## src/aswc_cfg.svh

```systemverilog
// Offsets, field positions, reset values and timing figures of the auto-sleep controller
`ifndef ASWC_CFG_SVH
`define ASWC_CFG_SVH

// ----------------------------------------
// Register offsets
// ----------------------------------------
`define ASWC_ADDR_SYSMODE 8'h0b
`define ASWC_ADDR_INACT 8'h29
`define ASWC_ADDR_CTRL1 8'h2a
`define ASWC_ADDR_CTRL2 8'h2b
`define ASWC_ADDR_WAKE 8'h2c
`define ASWC_ADDR_INTEN 8'h2d

// ----------------------------------------
// Reset values
// ----------------------------------------
`define ASWC_RST_INACT 8'h00
`define ASWC_RST_CTRL 8'h00

// ----------------------------------------
// Field positions
// ----------------------------------------
`define ASWC_C1_SLEEP_RATE_HI 7
`define ASWC_C1_SLEEP_RATE_LO 6
`define ASWC_C1_ACT_RATE_HI 5
`define ASWC_C1_ACT_RATE_LO 3
`define ASWC_C2_SLEEP_EN 2
`define ASWC_WK_FIFO_GATE 7
`define ASWC_WK_TRANS 6
`define ASWC_WK_ORIENT 5
`define ASWC_WK_TAP 4
`define ASWC_WK_FALL 3
`define ASWC_WK_AMAG 2
`define ASWC_WK_FIELD 1
`define ASWC_IE_SLEEP 7
`define ASWC_IE_FIFO 6
`define ASWC_IE_TRANS 5
`define ASWC_IE_ORIENT 4
`define ASWC_IE_TAP 3
`define ASWC_IE_FALL 2
`define ASWC_IE_AMAG 1
`define ASWC_IE_DRDY 0
`define ASWC_SM_FGERR 7

// ----------------------------------------
// Event vector positions and masks
// ----------------------------------------
`define ASWC_EV_FIFO 0
`define ASWC_EV_TRANS 1
`define ASWC_EV_ORIENT 2
`define ASWC_EV_TAP 3
`define ASWC_EV_FALL 4
`define ASWC_EV_SLEEP 5
`define ASWC_EV_FIELD 6
`define ASWC_EV_DRDY 7
`define ASWC_EV_AMAG 8
`define ASWC_EV_FMAG 9
`define ASWC_EV_FTHR 10
`define ASWC_EV_W 11
`define ASWC_RESTART_MASK 11'h75f
`define ASWC_WAKE_MASK 11'h75e

// ----------------------------------------
// Mode codes and timing
// ----------------------------------------
`define ASWC_MODE_WAKE 2'h1
`define ASWC_MODE_SLEEP 2'h2
`define ASWC_STEP_MS 320
`define ASWC_STEP_SLOW_MS 640
// Samples per step: 320 ms worth of samples at the rate of each code, except one 640 ms sample at the slowest code
`define ASWC_STEP_800 9'h100
`define ASWC_STEP_400 9'h080
`define ASWC_STEP_200 9'h040
`define ASWC_STEP_100 9'h020
`define ASWC_STEP_50 9'h010
`define ASWC_STEP_12 9'h004
`define ASWC_STEP_6 9'h002
`define ASWC_STEP_1 9'h001

`endif

```

## src/aswc_pkg.sv

```systemverilog
// Types of the auto-sleep controller
`default_nettype none
package aswc_pkg;
	typedef enum logic {
		ASWC_AWAKE,
		ASWC_ASLEEP
	} aswc_state_t;
	typedef logic [2:0] aswc_rate_t;
	typedef logic [7:0] aswc_byte_t;
endpackage
`default_nettype wire

```

## src/aswc_step_if.sv

```systemverilog
// Carrier between the controller and its inactivity step timer
`default_nettype none
interface aswc_step_if;
	import aswc_pkg::*;
	logic sample_tick;
	aswc_rate_t rate_code;
	logic hybrid;
	logic clear;
	logic step_tick;
	modport timer (input sample_tick, input rate_code, input hybrid, input clear, output step_tick);
	modport ctrl (output sample_tick, output rate_code, output hybrid, output clear, input step_tick);
endinterface
`default_nettype wire

```

## src/aswc_step_timer.sv

```systemverilog
// Inactivity step timer: turns output-data-rate samples into count steps
`include "aswc_cfg.svh"
`default_nettype none
module aswc_step_timer #(
	parameter int SAMPLE_W = 9
) (
	// Clock and reset
	input wire logic clk,
	input wire logic rst_b,
	// Controller side
	aswc_step_if.timer st
);
	import aswc_pkg::*;

	// ----------------------------------------
	// Elaboration check
	// ----------------------------------------
	if (SAMPLE_W < 9) begin : g_chk
		$error("aswc_step_timer: SAMPLE_W must be at least 9");
	end

	// Samples per step for a rate code; 1.56 Hz gives a 640 ms step
	function automatic logic [8:0] step_len(input aswc_rate_t code);
		case (code)
			3'h0: step_len = `ASWC_STEP_800;
			3'h1: step_len = `ASWC_STEP_400;
			3'h2: step_len = `ASWC_STEP_200;
			3'h3: step_len = `ASWC_STEP_100;
			3'h4: step_len = `ASWC_STEP_50;
			3'h5: step_len = `ASWC_STEP_12;
			3'h6: step_len = `ASWC_STEP_6;
			default: step_len = `ASWC_STEP_1;
		endcase
	endfunction

	logic [SAMPLE_W-1:0] samples;
	logic phase;
	logic step_tick;
	wire logic eff_tick;
	wire logic [SAMPLE_W-1:0] limit;
	wire logic last;

	// Hybrid mode halves the effective rate: only every second sample counts
	assign eff_tick = st.sample_tick & (~st.hybrid | phase);
	assign limit = SAMPLE_W'(step_len(st.rate_code));
	assign last = eff_tick & (samples >= limit - SAMPLE_W'(1));
	assign st.step_tick = step_tick;

	// Alternation phase for hybrid sampling
	always_ff @(posedge clk or negedge rst_b) begin
		if (!rst_b) begin
			phase <= 1'b0;
		end else if (st.clear) begin
			phase <= 1'b0;
		end else if (st.sample_tick) begin
			phase <= ~phase;
		end
	end

	// Sample counter and step pulse
	always_ff @(posedge clk or negedge rst_b) begin
		if (!rst_b) begin
			samples <= '0;
			step_tick <= 1'b0;
		end else begin
			step_tick <= last & ~st.clear;
			if (st.clear || last) begin
				samples <= '0;
			end else if (eff_tick) begin
				samples <= samples + SAMPLE_W'(1);
			end
		end
	end
endmodule
`default_nettype wire

```

## src/aswc_top.sv

```systemverilog
// Auto-sleep and wake controller with its register set
`include "aswc_cfg.svh"
`default_nettype none

// Overview of operation
// Drop to sleep rate after programmed inactivity, only while sleep enable is 1.
// Count step is 320 ms, or 640 ms at the slowest rate.
// Hybrid mode steps on half the selected active rate.
// Listed events restart the timer; sleep and ready do not; buffer cannot wake.
// A restart event before the count is reached clears the sleep counter.
// No restart event until the count elapses: enter sleep, use sleep rate.
// An enabled wake event during sleep returns to the active rate.
// Events act only when their own function is enabled.
// Bypassed flags suspended in sleep, resumed on wake; data-ready stays off.
// Each transition raises the sleep interrupt; reading system mode clears it. Code raises it only while sleep interrupt enable is 1.
// With buffer gate set, sleep entry keeps buffer, flags gate error, blocks samples.
// With gate set, a pending sleep interrupt blocks the buffer, not transitions.
// Sleep interrupt enable gates the transition interrupt onto its output.
// Inactivity counter held clear while sleep enable is 0.
module aswc_top (
	// Clock and reset
	input wire logic clk,
	input wire logic rst_b,
	// Register access from the serial port
	input wire aswc_pkg::aswc_byte_t reg_addr,
	input wire aswc_pkg::aswc_byte_t reg_wdata,
	input wire logic reg_wr,
	input wire logic reg_rd,
	output aswc_pkg::aswc_byte_t reg_rdata,
	// Sampling and event sources
	input wire logic sample_tick,
	input wire logic hybrid_mode,
	input wire logic [`ASWC_EV_W-1:0] event_flags,
	input wire logic [2:0] field_func_en,
	input wire logic fifo_empty,
	// Mode and gating outputs
	output logic asleep,
	output aswc_pkg::aswc_rate_t active_rate_select,
	output logic [1:0] sleep_rate_select,
	output logic sleep_irq,
	output logic fifo_block,
	output logic fifo_func_on,
	output logic drdy_func_on
);
	import aswc_pkg::*;

	// ----------------------------------------
	// Registers and state
	// ----------------------------------------
	aswc_byte_t inactivity_count;
	aswc_byte_t control_one;
	aswc_byte_t control_two;
	aswc_byte_t wake_enable_reg;
	aswc_byte_t int_enable;
	aswc_byte_t inact_cnt;
	aswc_state_t state;
	aswc_state_t next_state;
	logic sleep_pending;
	logic fgerr;
	logic drdy_held;
	aswc_step_if st ();

	// ----------------------------------------
	// Decode
	// ----------------------------------------
	wire logic wr_inact = reg_wr & (reg_addr == `ASWC_ADDR_INACT);
	wire logic wr_ctrl1 = reg_wr & (reg_addr == `ASWC_ADDR_CTRL1);
	wire logic wr_ctrl2 = reg_wr & (reg_addr == `ASWC_ADDR_CTRL2);
	wire logic wr_wake = reg_wr & (reg_addr == `ASWC_ADDR_WAKE);
	wire logic wr_inten = reg_wr & (reg_addr == `ASWC_ADDR_INTEN);
	wire logic rd_sysmode = reg_rd & (reg_addr == `ASWC_ADDR_SYSMODE);
	wire logic sleep_en = control_two[`ASWC_C2_SLEEP_EN];
	wire logic fifo_gate = wake_enable_reg[`ASWC_WK_FIFO_GATE];
	wire logic is_asleep = (state == ASWC_ASLEEP);

	// Function enables per event source
	wire logic [`ASWC_EV_W-1:0] func_en = {
		field_func_en[2], field_func_en[1], int_enable[`ASWC_IE_AMAG],
		int_enable[`ASWC_IE_DRDY], field_func_en[0], 1'b0,
		int_enable[`ASWC_IE_FALL], int_enable[`ASWC_IE_TAP], int_enable[`ASWC_IE_ORIENT],
		int_enable[`ASWC_IE_TRANS], int_enable[`ASWC_IE_FIFO]};
	// Wake enables per event source
	wire logic [`ASWC_EV_W-1:0] wake_en = {
		wake_enable_reg[`ASWC_WK_FIELD], wake_enable_reg[`ASWC_WK_FIELD], wake_enable_reg[`ASWC_WK_AMAG],
		1'b0, wake_enable_reg[`ASWC_WK_FIELD], 1'b0,
		wake_enable_reg[`ASWC_WK_FALL], wake_enable_reg[`ASWC_WK_TAP], wake_enable_reg[`ASWC_WK_ORIENT],
		wake_enable_reg[`ASWC_WK_TRANS], 1'b0};

	// Restart and wake qualification
	wire logic [`ASWC_EV_W-1:0] live = event_flags & func_en;
	wire logic restart = |(live & `ASWC_RESTART_MASK);
	wire logic wake = |(live & wake_en & `ASWC_WAKE_MASK);
	wire logic count_clear = ~sleep_en | restart | is_asleep;
	wire logic count_done = (inact_cnt >= inactivity_count) & ~restart;
	wire logic enter_sleep = ~is_asleep & sleep_en & count_done;
	wire logic leave_sleep = is_asleep & wake;
	wire logic transition = enter_sleep | leave_sleep;

	// Step timer hookup
	assign st.sample_tick = sample_tick;
	assign st.rate_code = control_one[`ASWC_C1_ACT_RATE_HI:`ASWC_C1_ACT_RATE_LO];
	assign st.hybrid = hybrid_mode;
	assign st.clear = count_clear;

	aswc_step_timer #(
		.SAMPLE_W(9)
	) u_step (
		.clk(clk),
		.rst_b(rst_b),
		.st(st.timer)
	);

	// Next mode
	always_comb begin
		next_state = state;
		case (state)
			ASWC_AWAKE: begin
				if (enter_sleep) begin
					next_state = ASWC_ASLEEP;
				end
			end
			ASWC_ASLEEP: begin
				if (leave_sleep) begin
					next_state = ASWC_AWAKE;
				end
			end
			default: next_state = ASWC_AWAKE;
		endcase
	end

	// ----------------------------------------
	// Register writes
	// ----------------------------------------
	always_ff @(posedge clk or negedge rst_b) begin
		if (!rst_b) begin
			inactivity_count <= `ASWC_RST_INACT;
			control_one <= `ASWC_RST_CTRL;
			control_two <= `ASWC_RST_CTRL;
			wake_enable_reg <= `ASWC_RST_CTRL;
			int_enable <= `ASWC_RST_CTRL;
		end else begin
			if (wr_inact) inactivity_count <= reg_wdata;
			if (wr_ctrl1) control_one <= reg_wdata;
			if (wr_ctrl2) control_two <= reg_wdata;
			if (wr_wake) wake_enable_reg <= reg_wdata;
			if (wr_inten) int_enable <= reg_wdata;
		end
	end

	// Mode and inactivity counter
	always_ff @(posedge clk or negedge rst_b) begin
		if (!rst_b) begin
			state <= ASWC_AWAKE;
			inact_cnt <= 8'h00;
		end else begin
			state <= next_state;
			if (count_clear) begin
				inact_cnt <= 8'h00;
			end else if (st.step_tick && inact_cnt != 8'hff) begin
				inact_cnt <= inact_cnt + 8'h01;
			end
		end
	end

	// Transition flag: a new transition wins over a clearing read
	always_ff @(posedge clk or negedge rst_b) begin
		if (!rst_b) begin
			sleep_pending <= 1'b0;
		end else if (transition && int_enable[`ASWC_IE_SLEEP]) begin
			sleep_pending <= 1'b1;
		end else if (rd_sysmode) begin
			sleep_pending <= 1'b0;
		end
	end

	// Gate error and held-off data-ready
	always_ff @(posedge clk or negedge rst_b) begin
		if (!rst_b) begin
			fgerr <= 1'b0;
			drdy_held <= 1'b0;
		end else begin
			if (enter_sleep && fifo_gate) begin
				fgerr <= 1'b1;
			end else if (fifo_empty) begin
				fgerr <= 1'b0;
			end
			if (enter_sleep && int_enable[`ASWC_IE_DRDY]) begin
				drdy_held <= 1'b1;
			end else if (wr_inten) begin
				drdy_held <= 1'b0;
			end
		end
	end

	// ----------------------------------------
	// Registered outputs
	// ----------------------------------------
	always_ff @(posedge clk or negedge rst_b) begin
		if (!rst_b) begin
			reg_rdata <= 8'h00;
			asleep <= 1'b0;
			active_rate_select <= 3'h0;
			sleep_rate_select <= 2'h0;
			sleep_irq <= 1'b0;
			fifo_block <= 1'b0;
			fifo_func_on <= 1'b0;
			drdy_func_on <= 1'b0;
		end else begin
			reg_rdata <= 8'h00;
			if (reg_rd) begin
				case (reg_addr)
					`ASWC_ADDR_SYSMODE: reg_rdata <= {fgerr, 5'h00, is_asleep ? `ASWC_MODE_SLEEP : `ASWC_MODE_WAKE};
					`ASWC_ADDR_INACT: reg_rdata <= inactivity_count;
					`ASWC_ADDR_CTRL1: reg_rdata <= control_one;
					`ASWC_ADDR_CTRL2: reg_rdata <= control_two;
					`ASWC_ADDR_WAKE: reg_rdata <= wake_enable_reg;
					`ASWC_ADDR_INTEN: reg_rdata <= int_enable;
					default: reg_rdata <= 8'h00;
				endcase
			end
			asleep <= (next_state == ASWC_ASLEEP);
			active_rate_select <= control_one[`ASWC_C1_ACT_RATE_HI:`ASWC_C1_ACT_RATE_LO];
			sleep_rate_select <= control_one[`ASWC_C1_SLEEP_RATE_HI:`ASWC_C1_SLEEP_RATE_LO];
			sleep_irq <= sleep_pending & int_enable[`ASWC_IE_SLEEP];
			fifo_block <= fgerr | (fifo_gate & sleep_pending);
			fifo_func_on <= int_enable[`ASWC_IE_FIFO] & (next_state == ASWC_AWAKE);
			drdy_func_on <= int_enable[`ASWC_IE_DRDY] & ~drdy_held & (next_state == ASWC_AWAKE);
		end
	end
endmodule
`default_nettype wire

```

## config.mk

```make
export PLATFORM = sky130hd
export DESIGN_NAME = aswc_top
export DESIGN_NICKNAME = d
export VERILOG_FILES = /design/src/aswc_pkg.sv /design/src/aswc_step_if.sv /design/src/aswc_step_timer.sv /design/src/aswc_top.sv
export VERILOG_INCLUDE_DIRS = /design/src
export SDC_FILE = /design/constraint.sdc
export NUM_CORES = 1
export LEC_CHECK = 0
export BUFFER_PORTS_ARGS = -buffer_cell sky130_fd_sc_hd__buf_2
export CORE_MARGIN = 3
export CORE_UTILIZATION = 35
export DETAILED_ROUTE_END_ITERATION = 8
export PLACE_DENSITY = 0.59
export SLEW_MARGIN = 20
export SYNTH_ARGS = -nofsm -noshare
export SYNTH_HDL_FRONTEND = slang
export SYNTH_SLANG_ARGS = --single-unit
```

## constraint.sdc

```tcl
create_clock -name clk -period 3.6 [get_ports clk]
set_clock_uncertainty 0.2 [all_clocks]
set_input_delay 0 -clock clk [delete_from_list [all_inputs] [get_ports clk]]
set_output_delay 0 -clock clk [all_outputs]
set_load 0.01 [all_outputs]
```

==> metrics.yaml, run 1 <==
outcome: "completed"
antenna_found_initial: 0
area_growth_pct: 20.9
die_x_um: 115
postCtsResizedCells: 0
drt_iter0_drc: 157
cp.required_ns: 3.62
synth_area_leaders: "dfrtp_1 48%, mux2_2 12%, ha_1 6.1%"
fin_ws_ns: 0.792
top_register: "u_step.samples"
die_h_um: 115
ctsHoldBuffers: 15
drc_errors: 0
clock-sinks: 80
largest_reg_flops: 9
post-route-period-util: 0.780
rows: 39
synth_simple_gate_area_frac: 0.161
ios: 55
tightestPinTransition_ns: 0.757
arrival_ns: 2.82
nets: 517
synth_commonest_cells: "80 x dfrtp_1, 45 x mux2_2, 37 x nand2_1"
drive_gt1_frac: 0.263
ys.flop_type: "dfrtp_1"
num-fill-cells: 1084
drt-total-wl_um: 9490
cp-start-kind: "register"
ys_async_sr_fraction: 1.00
grt_util_all_layers: 0.158
synth_most_common_cell: "dfrtp_1"
place_ws_ns: 0.781
coreArea_mm2: 0.0115
final-setup-viol-count: 0
ys_seq_elements: 80
grt_pass1_wl_um: 15900
cts_made_buffers: 9
drt-pass1-iter-count: 5
synth_top_family_by_area: "simple AND/OR/NAND/NOR gates"
ys.warnings.count: 0
ir_worst_vdd_v: 0.000264
avgSynthCellArea_um2: 10.6
ant_nets: 0
grt_max_degree: 81
fin_crit_ns: 2.81
finalSetupTns_ns: 0
routedWlPerCell_um: 15.7
hold_class: "primary input to register"
crit_fanout: 10
clkTransAtPathRegs_ns: 0.06
cts-htree-levels: 3
power_density_mw_per_mm2: 416
routed-via-count: 3167
gp_congestion: 0.789
synthMuxAreaShare: 0.142
finalPower_w: 0.00208
drv_cap: 0
relSlewSlack: 0.495
synth_area_mm2: 0.00413
holdWs_ns: 0.0114
critical_path_class: "register to register"
syn_inst: 389
yosysTopAreaCellShare: 0.485
hpwl_um: 6640
cts_tree: "done"
synthXorXnorAreaFrac: 0.0148
ys_seq_area_frac: 0.485
antenna_cells: 0
floorplan.initialDensity: 0.360
clock-root-buffer: "clkbuf_16"
cellLeakagePower_nw: 2.36
via_per_inst: 5.23
syn_nets: 446
insertion_delay_ns: 0.34
synth-compound-area-share: 0.108
rsz0062_at_grt: "no"
grt_pass1_vias: 3080
globalRouteOverflowTotal: 0
dieArea_mm2: 0.0131
cts_buffer_depth: 2
max_freq_mhz: 356
io_buffers: 52
slew_viol_final: 0
end_kind: "register"
synth_top_area_cell: "dfrtp_1"
synth_enable_flop_cells: 0
synthAdderAreaFrac: 0.0606
post_cts_buffers: 0
synth.distinct_cells: 51
final-hold-violation-count: 0
## cells in the final DEF (no fill, tap or decap), drive strengths merged, types with 3 or more instances in the layout
| master | netlist | layout |
|---|---|---|
| xnor2 | 4 | 4 |
| a21oi | 24 | 24 |
| a22oi | 5 | 5 |
| a31oi | 5 | 5 |
| nor2b | 3 | 3 |
| nand4 | 7 | 7 |
| clkbuf | 5 | 11 |
| a21o | 3 | 3 |
| o21ai | 15 | 15 |
| nor2 | 30 | 30 |
| dfrtp | 80 | 80 |
| o21a | 5 | 5 |
| nand2 | 37 | 37 |
| ha | 20 | 20 |
| mux2 | 45 | 45 |
| and2 | 3 | 3 |
| nand3b | 3 | 3 |
| buf | 5 | 55 |
| dlygate4sd3 | 0 | 15 |
| nand3 | 19 | 19 |
| nor3 | 8 | 8 |
| nor3b | 3 | 3 |
| xor2 | 3 | 3 |
| mux2i | 8 | 8 |
| inv | 21 | 21 |
## cells by family (layout without fill, tap and decap cells)
logic type,after synthesis,in the layout
and+or+nand+nor,127,127
AOI/OAI and AO/OA,71,71
adders and majority gates,20,20
DFF,80,80
buffers and inverters,31,105
xor gates and xnor gates,7,7
muxes,53,53
## power by group
part | internal (W) | total, W | switching [W]
sequential | 0.000940 | 0.000976 | 0.0000358
clock | 0.000548 | 0.000904 | 0.000355
combinational | 0.0000940 | 0.000198 | 0.000104
## metrics by stage
stage | instances | util | cell area, um2
finish | 606 | 0.435 | 4990
global route | 606 | 0.435 | 4990
CTS | 606 | 0.435 | 4990
detailed placement | 577 | 0.397 | 4550
global placement | 577 | 0.397 | 4550
floorplan | 389 | - | 4130
## metal layers
| metal | GRT usage | wire length, um |
|---|---|---|
| met1 | 0.217 | 4450 |
| met2 | 0.236 | 4460 |
| met3 | 0.0301 | 359 |
| met4 | 0.0784 | 225 |
| met5 | 0 | 0 |
## final cells by class
class,instances,area (um2),area share
flip-flops and latches,80,2000,0.401
clock inverters,3,43.8,0.00877
well taps,143,179,0.0358
inverters,21,78.8,0.0158
repair buffers,70,439,0.0879
clock buffers,11,243,0.0486
multi-input cells,278,2010,0.402
## critical path, stage by stage (launching register included)
cell and delay (ns):
dfrtp_1 0.48, and2_1 0.21, inv_1 0.05, ha_1 0.21
nor2_1 0.12, a21oi_1 0.05, ha_1 0.31, a21oi_1 0.13
o21ai_0 0.08, a21oi_1 0.36, nand2_1 0.12, o311ai_0 0.35
## worst paths after layout
kind	endpoint	slack, ns	from	depth (start not counted)
setup / recovery	u_step.samples[8]	0.79	control_one[5]	11
max in group asynchronous	inact_cnt[7]	2.61	rst_b	2
hold / removal	reg_rdata[2]	0.01	reg_addr[4]	4
setup reg to reg	u_step.samples[8]	0.79	control_one[5]	11
hold reg to reg	sleep_rate_select[0]	0.20	control_one[6]	0
min in group asynchronous	u_step.phase	0.05	rst_b	2
No activity file was read; power rests on OpenSTA's default activity.
==> run 2: changes to the inputs <==
ABC_AREA = 1   (was not set)
clock period = 2.77 ns   (was 3.6 ns; I/O delays follow)
==> metrics.yaml, run 2 <==
synthAdderAreaFrac: 0.0569
synth_top_area_cell: "dfrtp_1"
r2r_slack_ns: 0.25
largest_reg_flops: 9
cts-htree-levels: 3
relSlewSlack: 0.518
grt_util_all_layers: 0.168
finalSetupTns_ns: 0
rows: 40
synth_enable_flop_cells: 0
synth_commonest_cells: "159 x nand2_1, 80 x dfrtp_1, 76 x inv_1"
routed-via-count: 3878
cp_common_cell: "nand2_1"
final-setup-viol-count: 0
crit_start: "int_enable[6]"
drv_cap: 0
io_buffers: 52
gp_congestion: 0.900
syn_nets: 613
slew_viol_final: 0
p_sw_w: 0.000696
clkPwrFrac: 0.481
max_freq_mhz: 397
syn_inst: 556
dpl_cell_area_mm2: 0.00481
clock-root-buffer: "clkbuf_16"
crit_chain: "nand2_1 > nand2_1 > dlygate4sd3_1 > nor2_1 > nand4_1 > nand2_1 > nand2_1 > nand2_1 > nor2_1"
coreArea_mm2: 0.0122
power.internal_w: 0.00221
yosysTopAreaCellShare: 0.455
top_register: "u_step.samples"
post-route-period-util: 0.910
clock-sinks: 80
ys_async_sr_fraction: 1.00
floorplan.initialDensity: 0.362
via_per_inst: 4.81
crit_fanout: 13
synthXorXnorAreaFrac: 0.00598
ys.warnings.count: 0
rsz0062_at_grt: "no"
r2r_cells: 9
ios: 55
die_h_um: 118
arrival_ns: 2.55
critical_path_class: "register to register"
synth-compound-area-share: 0.107
drive_gt1_frac: 0.166
ir_worst_vdd_v: 0.000330
switching_share: 0.240
p_comb_frac: 0.085
synth_simple_gate_area_frac: 0.288
post_cts_buffers: 0
final-hold-violation-count: 0
layout_commonest_cell: "nand2_1"
design_area_mm2: 0.00536
cp-start-kind: "register"
antenna_cells: 0
synthMuxAreaShare: 0
routedWlPerCell_um: 13.8
postCtsResizedCells: 0
avgSynthCellArea_um2: 7.91
globalRouteOverflowTotal: 0
synth_area_mm2: 0.00440
end_kind: "register"
cts_buffer_depth: 2
grt_pass1_wl_um: 18700
ys_seq_area_frac: 0.455
ys_seq_elements: 80
synth_top_family_by_area: "simple AND/OR/NAND/NOR gates"
outcome: "completed"
insertion_delay_ns: 0.35
nets: 690
die_x_um: 118
ctsHoldBuffers: 21
hpwl_um: 8050
grt_max_degree: 81
cellLeakagePower_nw: 2.78
drc_errors: 0
grt_pass1_vias: 3815
dieArea_mm2: 0.0139
r2r-start: "int_enable[6]"
drt-pass1-iter-count: 4
cts_made_buffers: 9
num-fill-cells: 1188
pwr-share-seq: 0.434
endpoint: "u_step.samples[6]"
drt-total-wl_um: 11200
ant_nets: 0
cp.required_ns: 2.80
antenna_found_initial: 0
fin_crit_ns: 2.52
r2r_end: "u_step.samples[6]"
ys.flop_type: "dfrtp_1"
drt_iter0_drc: 309
hold_class: "primary input to register"
slowest_stage: "dlygate4sd3_1"
synth_most_common_cell: "nand2_1"
clkTransAtPathRegs_ns: 0.07
synth.distinct_cells: 29
cts_tree: "done"
layout.cells.most_common_list: "159 x nand2_1, 80 x dfrtp_1, 76 x inv_1"
tightestPinTransition_ns: 0.724
synth_area_leaders: "dfrtp_1 46%, nand2_1 14%, inv_1 6.5%"
power_density_mw_per_mm2: 541
crit_path_max_incr_delay_ns: 0.55
area_growth_pct: 22.0
[run 2: cell count changes after synthesis, sizes merged, moves of 8 or more]
cell   before  now
mux2       45    0
inv        21   79
nor2       30   52
a21oi      24   16
o21ai      15   61
mux2i       8    0
nand2      37  167
nand3      19   48
[run 2: how the worst min path moves through the flow]
stage	from	to	slack [ns]	depth (start not counted)
detailed placement	fifo_empty	fgerr	-0.01	2
floorplan	rst_b	active_rate_select[0]	-0.50	0
finish	event_flags[2]	u_step.st.step_tick	0.01	6
global placement	fifo_empty	fgerr	-0.02	2
CTS	event_flags[3]	u_step.st.step_tick	0.01	6
global route	event_flags[3]	u_step.st.step_tick	0.06	6
[run 2: logic make-up (layout without fill, tap and decap cells)]
kind of cell             after synthesis  count (layout)
flip-flops                            80              80
adder cells (fa/ha/maj)               20              20
XOR/XNOR                               3               3
AO/OA/AOI/OAI                         80              80
buffers and inverters                 89             171
AND/OR/NAND/NOR                      284             284
[run 2: cell type report]
| class | count | area (um2) | share of cell area |
|---|---|---|---|
| clock buffer | 10 | 229 | 0.0427 |
| inverter | 80 | 302 | 0.0562 |
| clock inverter | 6 | 115 | 0.0215 |
| multi-input combinational | 387 | 2010 | 0.376 |
| timing repair buffer | 75 | 492 | 0.0917 |
| sequential | 80 | 2000 | 0.373 |
| tap | 168 | 210 | 0.0392 |
[run 2: power groups by stage]
| stage | Sequential, W | Combinational (W) | Clock, W |
|---|---|---|---|
| 2_1_floorplan | 0.00128 | 0.000115 | 0 |
| 3_3_place_gp | 0.00128 | 0.000222 | 0 |
| 3_5_place_dp | 0.00128 | 0.000228 | 0 |
| 4_1_cts | 0.00126 | 0.000249 | 0.00141 |
| 5_1_grt | 0.00127 | 0.000280 | 0.00147 |
| 6_report | 0.00126 | 0.000247 | 0.00140 |
[run 2: stage by stage]
| step | total power, W | std cells | utilization | setup slack, ns | hold WS, ns |
|---|---|---|---|---|---|
| 3_3_place_gp | 0.00150 | 769 | 0.395 | 0.353 | -0.0178 |
| 5_1_grt | 0.00302 | 806 | 0.441 | 0.0114 | 0.0624 |
| 4_1_cts | 0.00292 | 806 | 0.441 | 0.227 | 0.0111 |
| 2_1_floorplan | 0.00140 | 556 | - | 0.571 | -0.496 |
| 6_report | 0.00290 | 806 | 0.441 | 0.250 | 0.0127 |
| 3_5_place_dp | 0.00151 | 769 | 0.395 | 0.243 | -0.0127 |
[run 2: worst max-delay path, delay by kind of cell (launching register included)]
family                 cells  cell delay (ns)
buffers and inverters      1             0.55
AND/OR/NAND/NOR            8             1.23
flip-flops                 1             0.42
[run 2: routing by layer]
layer	vias to the layer above	routed length, um	GRT usage
met3	22	634	0.0312
li1	1936	-	-
met5	-	0	0
met4	0	391	0.0886
met1	1831	5010	0.222
met2	89	5120	0.260
==> run 3: changes to the inputs <==
clock period = 2.99 ns   (was 2.77 ns; I/O delays follow)
==> metrics.yaml, run 3 (synthesis results as in run 2) <==
final-setup-viol-count: 0
drt-total-wl_um: 11100
via_per_inst: 4.83
floorplan.initialDensity: 0.362
grt_pass1_vias: 3758
drc_errors: 0
gp_congestion: 0.905
postCtsResizedCells: 0
max_freq_mhz: 396
insertion_delay_ns: 0.34
clock-sinks: 80
holdWs_ns: 0.0203
cts-htree-levels: 3
clock-root-buffer: "clkbuf_16"
antenna_cells: 0
power_density_mw_per_mm2: 495
end_kind: "register"
slew_viol_final: 0
ir_worst_vdd_v: 0.000258
drt-met1-wl_um: 5020
fin_crit_ns: 2.52
globalRouteOverflowTotal: 0
outcome: "completed"
critical_path_class: "register to register"
post-route-period-util: 0.844
largest_reg_flops: 9
coreArea_mm2: 0.0122
crit_fanout: 8
cts_made_buffers: 9
finalSetupTns_ns: 0
antenna_found_initial: 0
io_buffers: 52
tightestPinTransition_ns: 0.742
route.met3.wl_um: 585
rows: 40
wl_met2_um: 5190
arrival_ns: 2.54
relSlewSlack: 0.505
area_growth_pct: 21.2
drv_cap: 0
top_layer: "met4"
ios: 55
ant_nets: 0
routed-via-count: 3876
cellLeakagePower_nw: 2.77
grt_pass1_wl_um: 18500
num-fill-cells: 1194
cp.required_ns: 3.01
die_h_um: 118
drt_iter0_drc: 275
hpwl_um: 7980
rsz0062_at_grt: "no"
cts_tree: "done"
final-hold-violation-count: 0
layout.cells.most_common_list: "159 x nand2_1, 80 x dfrtp_1, 76 x inv_1"
nets: 687
die_x_um: 118
hold_class: "primary input to register"
top_register: "u_step.samples"
cts_buffer_depth: 2
drt-pass1-iter-count: 5
cp-start-kind: "register"
layout_commonest_cell: "nand2_1"
drive_gt1_frac: 0.167
dieArea_mm2: 0.0139
clkTransAtPathRegs_ns: 0.06
grt_util_all_layers: 0.166
grt_max_degree: 81
routedWlPerCell_um: 13.8
## run 3: metal layers
| metal | track usage | vias up |
|---|---|---|
| met3 | 0.0303 | 23 |
| met4 | 0.0835 | 0 |
| met2 | 0.260 | 102 |
| met5 | 0 | - |
| li1 | - | 1925 |
| met1 | 0.219 | 1826 |
## run 3: final cells by class
type	instances	area, um2	area share
multi-input combinational	387	2010	0.378
sequential	80	2000	0.376
timing repair buffer	72	464	0.0871
inverter	80	302	0.0566
clock buffer	11	253	0.0474
tap	168	210	0.0394
clock inverter	5	85.1	0.0160
## run 3: path summary, 6_finish.rpt
kind                           startpoint                   end  slack, ns  depth (start not counted)
hold reg to reg            control_one[7]  sleep_rate_select[1]       0.22                          0
min in group asynchronous           rst_b     u_step.samples[5]       0.04                          2
setup / recovery           control_one[4]     u_step.samples[7]       0.47                         14
hold / removal             event_flags[0]          inact_cnt[2]       0.02                          6
max in group asynchronous           rst_b     u_step.samples[4]       2.01                          2
setup reg to reg           control_one[4]     u_step.samples[7]       0.47                         14
## run 3: critical path, cell delays in order, from the launching register on
cell,delay (ns)
dfrtp_1,0.47
inv_1,0.11
nand3_1,0.08
ha_1,0.21
inv_1,0.09
xor2_1,0.14
inv_1,0.06
ha_1,0.30
nand2_1,0.07
nor2_1,0.11
nand3b_1,0.11
nand4_1,0.11
nand2_1,0.07
nand2_1,0.19
nor2_1,0.08
## run 3: stage by stage
| step | setup slack (ns) | cells | total power (W) | util | area, um2 |
|---|---|---|---|---|---|
| floorplan | 0.791 | 556 | 0.00129 | - | 4400 |
| global placement | 0.562 | 768 | 0.00139 | 0.395 | 4800 |
| detailed placement | 0.458 | 768 | 0.00140 | 0.395 | 4800 |
| CTS | 0.455 | 803 | 0.00266 | 0.438 | 5330 |
| global route | 0.221 | 803 | 0.00274 | 0.438 | 5330 |
| finish | 0.466 | 803 | 0.00264 | 0.438 | 5330 |
## run 3: timing repair
item / CTS / global route
setup endpoints to repair: 0 / 0
setup buffers: 0 / 0
endpoints found under the hold margin: 134 / 0
hold buffers: 19 / 0
## run 3: power breakdown
group	switching [W]	internal, W	leakage [nW]
logic	0.000138	0.0000867	1.55
clock network	0.000461	0.000783	0.163
registers	0.0000339	0.00113	1.06
total	0.000634	0.00200	2.77
